File: config.mk
export PLATFORM = sky130hd
export DESIGN_NAME = dual_wiper_i2c_slave
export DESIGN_NICKNAME = d
export VERILOG_FILES = /design/src/wiper_pkg.sv /design/src/dual_wiper_i2c_slave.sv /design/src/pin_sync.sv
export SDC_FILE = /design/constraint.sdc
export NUM_CORES = 1
export LEC_CHECK = 0
export BUFFER_PORTS_ARGS = -buffer_cell sky130_fd_sc_hd__buf_2
export CAP_MARGIN = 20
export CORE_MARGIN = 4
export CORE_UTILIZATION = 43
export DETAILED_ROUTE_END_ITERATION = 8
export HOLD_SLACK_MARGIN = 0.06
export PLACE_DENSITY = 0.69
export SETUP_SLACK_MARGIN = 0.02
export SLEW_MARGIN = 15
export SYNTH_ARGS = -nofsm -noshare
export SYNTH_HDL_FRONTEND = slang
export SYNTH_HIERARCHICAL = 1
export SYNTH_SLANG_ARGS = --single-unit
File: constraint.sdc
create_clock -name clk_sys_i -period 4 [get_ports clk_sys_i]
set_clock_uncertainty 0.15 [all_clocks]
set_input_delay 0.4 -clock clk_sys_i [delete_from_list [all_inputs] [get_ports clk_sys_i]]
set_output_delay 0.4 -clock clk_sys_i [all_outputs]
set_load 0.02 [all_outputs]
File: src/wiper_pkg.sv
// Constants shared by the dual wiper two-wire slave
package wiper_pkg;
    localparam logic [3:0] ID_PREFIX = 4'ha;       // Fixed upper nibble of identification byte
    localparam logic [7:0] WIPER_RESET = 8'h40;    // Mid tap after reset
    localparam logic [7:0] REG_ADDR_CH0 = 8'h00;   // Channel 0 wiper register
    localparam logic [7:0] REG_ADDR_CH1 = 8'h01;   // Channel 1 wiper register
    localparam logic [6:0] TAP_MAX = 7'h7f;        // Tap nearest the high terminal
    localparam logic [3:0] BIT_LAST = 4'h7;        // Index of the eighth bit of a byte
    localparam int SYNC_STAGES = 2;                // Flip-flops before logic reads a pin

    // Transaction phases; Gray coded along the write path
    typedef enum logic [2:0] {
        ST_IDLE = 3'b000,
        ST_ID = 3'b001,
        ST_ADDR = 3'b011,
        ST_DATA = 3'b010,
        ST_READ = 3'b110,
        ST_IGNORE = 3'b111
    } phase_t;
endpackage

File: src/dual_wiper_i2c_slave.sv
// Two-wire slave that sets the tap positions of two 128-step wipers
`timescale 1ns/1ns
module dual_wiper_i2c_slave (
    input wire logic clk_sys_i,
    input wire logic reset_i,
    input wire logic ce_i,
    input wire logic scl_i,
    input wire logic sda_i,
    output logic sda_o,
    output logic sda_oe_o,
    input wire logic addr_select_bit2_i,
    input wire logic addr_select_bit1_i,
    input wire logic addr_select_bit0_i,
    output logic [6:0] wiper_position_reg_ch0_o,
    output logic [6:0] wiper_position_reg_ch1_o
);
    ////////////////////////////////////////////////////////////////////////////////
    // Input synchronisers
    ////////////////////////////////////////////////////////////////////////////////
    logic [4:0] pins_sync;
    logic scl_s, sda_s;
    logic [2:0] straps_s;

    // Clock line is only ever sampled, never driven
    pin_sync #(.WIDTH(5)) u_sync (
        .clk_sys_i(clk_sys_i),
        .reset_i(reset_i),
        .ce_i(ce_i),
        .d_i({scl_i, sda_i, addr_select_bit2_i, addr_select_bit1_i, addr_select_bit0_i}),
        .q_o(pins_sync)
    );

    assign scl_s = pins_sync[4];
    assign sda_s = pins_sync[3];
    assign straps_s = pins_sync[2:0];

    ////////////////////////////////////////////////////////////////////////////////
    // Edge and condition detection
    ////////////////////////////////////////////////////////////////////////////////
    logic scl_d_r, sda_d_r;
    logic scl_rise, scl_fall, start_cond, stop_cond;

    // Delayed copies of the synchronised lines
    always_ff @(posedge clk_sys_i or posedge reset_i)
    begin
        if (reset_i)
        begin
            scl_d_r <= 1'b1;
            sda_d_r <= 1'b1;
        end
        else if (ce_i)
        begin
            scl_d_r <= scl_s;
            sda_d_r <= sda_s;
        end
    end

    assign scl_rise = scl_s & ~scl_d_r;
    assign scl_fall = ~scl_s & scl_d_r;
    // Data moving while clock stays high marks start or stop
    assign start_cond = scl_s & scl_d_r & sda_d_r & ~sda_s;
    assign stop_cond = scl_s & scl_d_r & ~sda_d_r & sda_s;

    ////////////////////////////////////////////////////////////////////////////////
    // Protocol state
    ////////////////////////////////////////////////////////////////////////////////
    wiper_pkg::phase_t phase_r, phase_nxt;
    logic [3:0] bit_cnt_r, bit_cnt_nxt; // 0..7 data bits, 8 is the ack slot
    logic [7:0] shift_r, shift_nxt; // Incoming byte
    logic [7:0] reg_addr_r, reg_addr_nxt; // Selected register
    logic [7:0] tx_r, tx_nxt; // Outgoing byte during reads
    logic ack_r, ack_nxt; // Acknowledge pending for the ninth clock
    logic master_ack_r, master_ack_nxt; // Master acked last read byte
    logic [6:0] wiper0_r, wiper0_nxt, wiper1_r, wiper1_nxt;
    logic sda_low_r, sda_low_nxt; // Pull data line low
    logic [7:0] rx_byte;
    logic [7:0] next_rd; // Byte of the following read place

    assign rx_byte = {shift_r[6:0], sda_s};

    // Wiper value addressed by the register pointer
    function automatic logic [7:0] read_value(input logic [7:0] a, input logic [6:0] w0, input logic [6:0] w1);
        read_value = 8'h00;
        if (a == wiper_pkg::REG_ADDR_CH0)
        begin
            read_value = {1'b0, w0};
        end
        else if (a == wiper_pkg::REG_ADDR_CH1)
        begin
            read_value = {1'b0, w1};
        end
    endfunction
    assign next_rd = read_value(reg_addr_r + 8'h01, wiper0_r, wiper1_r);

    // Next-state logic for the whole byte engine
    always_comb
    begin
        phase_nxt = phase_r;
        bit_cnt_nxt = bit_cnt_r;
        shift_nxt = shift_r;
        reg_addr_nxt = reg_addr_r;
        tx_nxt = tx_r;
        ack_nxt = ack_r;
        master_ack_nxt = master_ack_r;
        wiper0_nxt = wiper0_r;
        wiper1_nxt = wiper1_r;
        sda_low_nxt = sda_low_r;
        if (start_cond || stop_cond)
        begin
            // Start restarts identification, stop returns to standby; no stale read ack survives
            phase_nxt = start_cond ? wiper_pkg::ST_ID : wiper_pkg::ST_IDLE;
            bit_cnt_nxt = 4'h0;
            ack_nxt = 1'b0;
            master_ack_nxt = 1'b0;
            sda_low_nxt = 1'b0;
        end
        else if (scl_rise && phase_r != wiper_pkg::ST_IDLE && phase_r != wiper_pkg::ST_IGNORE)
        begin
            if (bit_cnt_r <= wiper_pkg::BIT_LAST)
            begin
                shift_nxt = rx_byte;
                bit_cnt_nxt = bit_cnt_r + 4'h1;
                if (bit_cnt_r == wiper_pkg::BIT_LAST)
                begin
                    case (phase_r)
                        wiper_pkg::ST_ID:
                        begin
                            // Match fixed prefix and strap levels
                            if (rx_byte[7:4] == wiper_pkg::ID_PREFIX && rx_byte[3:1] == straps_s)
                            begin
                                ack_nxt = 1'b1;
                                tx_nxt = read_value(reg_addr_r, wiper0_r, wiper1_r);
                            end
                            else
                            begin
                                phase_nxt = wiper_pkg::ST_IGNORE;
                            end
                        end
                        wiper_pkg::ST_ADDR:
                        begin
                            reg_addr_nxt = rx_byte;
                            ack_nxt = 1'b1;
                        end
                        wiper_pkg::ST_DATA:
                        begin
                            ack_nxt = 1'b1;
                        end
                        default:
                        begin
                            ack_nxt = 1'b0;
                        end
                    endcase
                end
            end
            else
            begin
                // Ninth clock: commit written data and sample master ack
                bit_cnt_nxt = 4'h0;
                if (phase_r == wiper_pkg::ST_DATA)
                begin
                    if (reg_addr_r == wiper_pkg::REG_ADDR_CH0)
                    begin
                        wiper0_nxt = shift_r[6:0];
                    end
                    else if (reg_addr_r == wiper_pkg::REG_ADDR_CH1)
                    begin
                        wiper1_nxt = shift_r[6:0];
                    end
                    // Sequential write steps to the next channel
                    reg_addr_nxt = reg_addr_r + 8'h01;
                end
                else if (phase_r == wiper_pkg::ST_ID)
                begin
                    // Direction applies only once the identification ack slot is over
                    phase_nxt = shift_r[0] ? wiper_pkg::ST_READ : wiper_pkg::ST_ADDR;
                end
                else if (phase_r == wiper_pkg::ST_ADDR)
                begin
                    phase_nxt = wiper_pkg::ST_DATA;
                end
                else if (phase_r == wiper_pkg::ST_READ)
                begin
                    master_ack_nxt = ~sda_s;
                    if (sda_s)
                    begin
                        phase_nxt = wiper_pkg::ST_IGNORE; // Master nack ends the read
                    end
                end
            end
        end
        else if (scl_fall && phase_r != wiper_pkg::ST_IDLE && phase_r != wiper_pkg::ST_IGNORE)
        begin
            // Line changes only after a falling clock edge
            if (bit_cnt_r == 4'h8 && ack_r)
            begin
                sda_low_nxt = 1'b1;
                ack_nxt = 1'b0;
            end
            else if (phase_r == wiper_pkg::ST_READ && bit_cnt_r <= wiper_pkg::BIT_LAST)
            begin
                if (bit_cnt_r == 4'h0 && master_ack_r)
                begin
                    // Next byte after master ack
                    reg_addr_nxt = reg_addr_r + 8'h01;
                    tx_nxt = next_rd;
                    sda_low_nxt = ~next_rd[7];
                    master_ack_nxt = 1'b0;
                end
                else
                begin
                    sda_low_nxt = ~tx_r[3'h7 - bit_cnt_r[2:0]];
                end
            end
            else
            begin
                sda_low_nxt = 1'b0;
            end
        end
    end

    // Register all protocol state; wipers start at mid tap
    always_ff @(posedge clk_sys_i or posedge reset_i)
    begin
        if (reset_i)
        begin
            phase_r <= wiper_pkg::ST_IDLE;
            bit_cnt_r <= 4'h0;
            shift_r <= 8'h00;
            reg_addr_r <= 8'h00;
            tx_r <= 8'h00;
            ack_r <= 1'b0;
            master_ack_r <= 1'b0;
            wiper0_r <= wiper_pkg::WIPER_RESET[6:0];
            wiper1_r <= wiper_pkg::WIPER_RESET[6:0];
            sda_low_r <= 1'b0;
        end
        else if (ce_i)
        begin
            phase_r <= phase_nxt;
            bit_cnt_r <= bit_cnt_nxt;
            shift_r <= shift_nxt;
            reg_addr_r <= reg_addr_nxt;
            tx_r <= tx_nxt;
            ack_r <= ack_nxt;
            master_ack_r <= master_ack_nxt;
            wiper0_r <= wiper0_nxt;
            wiper1_r <= wiper1_nxt;
            sda_low_r <= sda_low_nxt;
        end
    end

    ////////////////////////////////////////////////////////////////////////////////
    // Outputs: data value tied low, the rest straight from flip-flops
    ////////////////////////////////////////////////////////////////////////////////
    assign sda_o = 1'b0;
    assign sda_oe_o = sda_low_r;
    assign wiper_position_reg_ch0_o = wiper0_r;
    assign wiper_position_reg_ch1_o = wiper1_r;

    ////////////////////////////////////////////////////////////////////////////////
    // Checks
    ////////////////////////////////////////////////////////////////////////////////
    AST_OE_ONLY_AFTER_FALL:
    assert property (@(posedge clk_sys_i) disable iff (reset_i)
        $rose(sda_oe_o) |-> $past(scl_fall, 1) || $past(~ce_i, 1))
    else $error("data line driven without a falling clock");
    AST_NO_CHANGE_CLOCK_HIGH:
    assert property (@(posedge clk_sys_i) disable iff (reset_i)
        (scl_s && scl_d_r && !start_cond && !stop_cond) |=> $stable(sda_oe_o))
    else $error("data line changed while clock high");
    AST_OPEN_DRAIN:
    assert property (@(posedge clk_sys_i) disable iff (reset_i) sda_o == 1'b0)
    else $error("data line driven high");
    AST_MISMATCH_SILENT:
    assert property (@(posedge clk_sys_i) disable iff (reset_i)
        phase_r == wiper_pkg::ST_IGNORE |-> !sda_oe_o)
    else $error("answered a foreign address");
    AST_ID_MATCH:
    assert property (@(posedge clk_sys_i) disable iff (reset_i)
        (ce_i && scl_rise && phase_r == wiper_pkg::ST_ID && bit_cnt_r == 4'h8 && phase_nxt == wiper_pkg::ST_ADDR)
        |-> shift_r[3:1] == straps_s && shift_r[7:4] == wiper_pkg::ID_PREFIX && !shift_r[0])
    else $error("identification accepted with wrong address");
    AST_COMMIT_CH0:
    assert property (@(posedge clk_sys_i) disable iff (reset_i)
        (ce_i && scl_rise && !start_cond && !stop_cond && phase_r == wiper_pkg::ST_DATA
         && bit_cnt_r == 4'h8 && reg_addr_r == wiper_pkg::REG_ADDR_CH0)
        |=> wiper0_r == $past(shift_r[6:0]))
    else $error("channel 0 write not committed");
    AST_COMMIT_CH1:
    assert property (@(posedge clk_sys_i) disable iff (reset_i)
        (ce_i && scl_rise && !start_cond && !stop_cond && phase_r == wiper_pkg::ST_DATA
         && bit_cnt_r == 4'h8 && reg_addr_r == wiper_pkg::REG_ADDR_CH1)
        |=> wiper1_r == $past(shift_r[6:0]) && $stable(wiper0_r))
    else $error("channel 1 write not committed");
    AST_WIPER_ONLY_ON_COMMIT:
    assert property (@(posedge clk_sys_i) disable iff (reset_i)
        !(phase_r == wiper_pkg::ST_DATA && bit_cnt_r == 4'h8) |=> $stable(wiper0_r) && $stable(wiper1_r))
    else $error("wiper changed outside commit");
endmodule

File: src/pin_sync.sv
// Two-stage synchroniser for asynchronous pin inputs
`timescale 1ns/1ns
module pin_sync #(
    parameter int WIDTH = 1
) (
    input wire logic clk_sys_i,
    input wire logic reset_i,
    input wire logic ce_i,
    input wire logic [WIDTH-1:0] d_i,
    output logic [WIDTH-1:0] q_o
);
    // First stage is read only by the second stage
    logic [WIDTH-1:0] meta_r;
    logic [WIDTH-1:0] meta_nxt;
    logic [WIDTH-1:0] q_nxt;

    initial
    begin
        if (WIDTH < 1)
        begin
            $error("pin_sync WIDTH must be positive");
        end
    end

    // Next values: shift one stage per enabled clock
    always_comb
    begin
        meta_nxt = ce_i ? d_i : meta_r;
        q_nxt = ce_i ? meta_r : q_o;
    end

    // Reset to all ones: both bus lines idle high under pull-up
    always_ff @(posedge clk_sys_i or posedge reset_i)
    begin
        if (reset_i)
        begin
            meta_r <= '1;
            q_o <= '1;
        end
        else
        begin
            meta_r <= meta_nxt;
            q_o <= q_nxt;
        end
    end
endmodule

==> results.txt <==
----------------------------------------------------
[Status]
  Run status ... finished clean

[Timing]
  Period Utilization, post-route ... 80.3%
  Final setup TNS ... 0 ps
  Worst-Margin Slew ... 908 ps
  Final Hold Viols ... 0
  Relative slew margins ... 38.9%
  Count of pins over their slew limit ... 0
  Final setup violation count ... 0
  Unrepaired setup endpoints after global routing ... false
  Period minus WS final ... 3210 ps
  Max Freq ... 0.311 GHz

[Global routing]
  Global routing usage on met3 ... 4.40%
  Total overflow reported by the global router ... 0
  Pin count of the biggest net entering global routing ... 49
  Via count of the first global-routing pass ... 2643
  Number of antenna violations at the first check in global routing ... 0
  GR Util met1 ... 23.9%
  Global-route met2 utilization ... 25.6%
  Wire length of the first global-routing pass ... 13.3 mm
  Overall Global Routing Usage ... 17.4%
  GRT busiest layer ... met2

[Synth]
  Leading area contributor after synthesis ... dfrtp_1
  Yosys top cell area share ... 32.5%
  Async S/R FF share, synth ... 100%
  Cell area after technology mapping ... 3390 um2
  Unique cell type count in the Yosys netlist ... 52
  Top post-synthesis cells by count ... dfrtp_1 (44), a21oi_1 (28), nand2_1 (28), mux2_2 (20), mux2_4 (17)
  Most repeated cell in the gate-level netlist after synthesis ... dfrtp_1
  Number of nets in the synthesized netlist ... 338
  Synthesis-stage register bit count ... 58
  Synthesis warning total ... 6
  Post-synthesis average cell area ... 10.4 um2
  Dominant synthesized flop cell ... dfrtp_1
  Sequential area share after synthesis ... 43.4%
  Synth Instances ... 325
  Number of enable-type register cells in the synthesized netlist ... 0
  Cell types with the largest area share after synthesis ... dfrtp_1 (33%), dfstp_2 (11%), mux2_4 (7.5%)

[Detailed routing]
  Number of detailed-route iterations in the first pass ... 6
  Via count ... 2666
  Average detailed-routed wire length per instance ... 17.1 um
  Final Routed Wirelength ... 7.80 mm
  Number of remaining DRC errors ... 0
  Number of antenna-violating nets in the routed design ... 0
  Drt initial violations ... 191
  Drt via density ... 5.85

[Power]
  Total power density per cell area ... 398 nW/um2
  Leak pwr ... 0.00178 uW
  VDD IR max ... 247 uV

[CTS]
  Clock H-tree levels ... 3
  Clock sink count ... 58
  Inserted Clock Buffers ... 9
  Clk slew on worst S/H paths ... 70 ps
  CTS root buffer ... clkbuf_8
  Clock tree from TritonCTS ... done
  Source-to-sink clock delay at the later pin of the worst-skew pair ... 340 ps
  CTS Buffer Depth ... 2

[Worst setup path]
  Critical path peak fanout ... 9
  Nature of the critical path endpoint ... flop
  Nature of the critical path startpoint ... flop
  Data required time at the worst endpoint ... 4080 ps
  Worst endpoint data arrival time ... 3290 ps
  WS Path Type ... reg2reg

[Cells and area]
  NumNets Final ... 362
  Area growth from synthesis to layout ... 13.2%
  Antenna Cells ... 0
  Number of filler cells placed in the layout ... 701
  Finished Core Util ... 49.8%
  Share of cells above drive strength 1 ... 28.8%

[Placement]
  Number of buffers inserted by port buffering ... 22
  Half-perimeter wire length after placement ... 5.57 mm
  Routability Congestion ... 0.913

[Floorplanning]
  I/O pin total ... 24
  Total Die Area ... 9360 um2
  Site Rows ... 32
  Die extent in y ... 96.7 um
  Total core area ... 7690 um2
  Horizontal die dimension ... 96.7 um
  Initial Utilization ... 44.0%

[Run]
  Max Cap Violations ... 0

[Hold path]
  Hold/Removal Path Class ... in2reg

----------------------------------------------------
==> layer usage <==
metal / up-vias / part of all wire, %
met5: - / 0
met4: 0 / 2.2
met3: 18 / 5.5
met2: 79 / 47
met1: 1319 / 45
li1: 1250 / -
==> power by group <==
group / internal (uW) / leakage (uW) / switching, uW
Sequential: 633 / 0.000749 / 45.5
Combinational: 86.5 / 0.000921 / 99.5
Clock: 412 / 0.000111 / 248
Total: 1130 / 0.00178 / 393
==> final timing paths <==
check,depth (start not counted),slack (ps),start,end
worst max-delay path,5,790,reg_addr_r[5]$_DFFE_PP0P_,wiper_position_reg_ch0_o[2]$_DFFE_PP0P_
min in group asynchronous,3,390,reset_i,phase_r[0]$_DFFE_PP0P_
worst min register to register,1,370,master_ack_r$_DFFE_PP0P_,master_ack_r$_DFFE_PP0P_
worst min-delay path,2,140,addr_select_bit1_i,u_sync/meta_r[1]$_DFFE_PP1P_
worst max register to register,5,790,reg_addr_r[5]$_DFFE_PP0P_,wiper_position_reg_ch0_o[2]$_DFFE_PP0P_
max in group asynchronous,4,2760,reset_i,wiper_position_reg_ch1_o[6]$_DFFE_PP1P_
==> placed cells by master (no fill, tap or decap), drive strengths merged, types with 6 or more instances in the layout <==
cell / count
clkbuf: 9
a221oi: 8
dfrtp: 44
nand2: 28
o21ai: 10
nand3: 13
mux2: 37
a21oi: 28
mux2i: 10
nor3: 14
dfstp: 14
inv: 13
nor2: 15
buf: 26
and3: 6
==> flip-flops by register name, indices dropped and copies added (netlist names), 3 cells and up <==
name                      count
shift_r                       7
phase_r                       3
reg_addr_r                    8
u_sync/q_o                    5
wiper_position_reg_ch0_o      7
u_sync/meta_r                 5
wiper_position_reg_ch1_o      7
bit_cnt_r                     4
tx_r                          7
==> logic make-up (layout without fill, tap and decap cells) <==
logic type,after synthesis,count (layout),synth area share [%]
other,1,1,0.111
adders and majority gates,5,5,1.85
muxes,48,48,17.8
xor gates and xnor gates,6,6,1.55
AOI/OAI and AO/OA,71,71,13.6
buffers and inverters,27,56,3.99
DFF,58,58,43.4
and+or+nand+nor,109,109,17.7
==> repair_timing <==
action / CTS / global route
gates resized for setup: 0 / 0
buffers inserted: 0 / 0
hold buffers: 0 / 1
endpoints found under the hold margin: 0 / 8
==> metrics by stage <==
step / total power [uW] / instances / hold WS (ps) / worst slack, ps / cell area, um2
after global placement: 868 / 438 / 347 / 888 / 3560
after CTS: 1540 / 454 / 116 / 807 / 3800
after global routing: 1590 / 456 / 132 / 717 / 3830
after detailed placement: 869 / 438 / 353 / 821 / 3560
final: 1520 / 456 / 135 / 790 / 3830
after floorplan: 821 / 325 / 323 / 1020 / 3390
==> worst max-delay path, cell delays in order (launching register included) <==
cell and delay (ps):
dfrtp_1 470, or4_4 570, or3_1 460, or4_4 550, or3_1 530, mux2_4 370
==> area by class of cell <==
type / count / area [um2] / area share, %
multi-input combinational: 240 / 1780 / 46.5
tap: 102 / 128 / 3.33
clock inverter: 7 / 118 / 3.07
sequential: 58 / 1470 / 38.3
timing repair buffer: 27 / 163 / 4.25
clock buffer: 9 / 124 / 3.23
inverter: 13 / 48.8 / 1.27
Note: power is estimated with default switching activity, not from simulation.
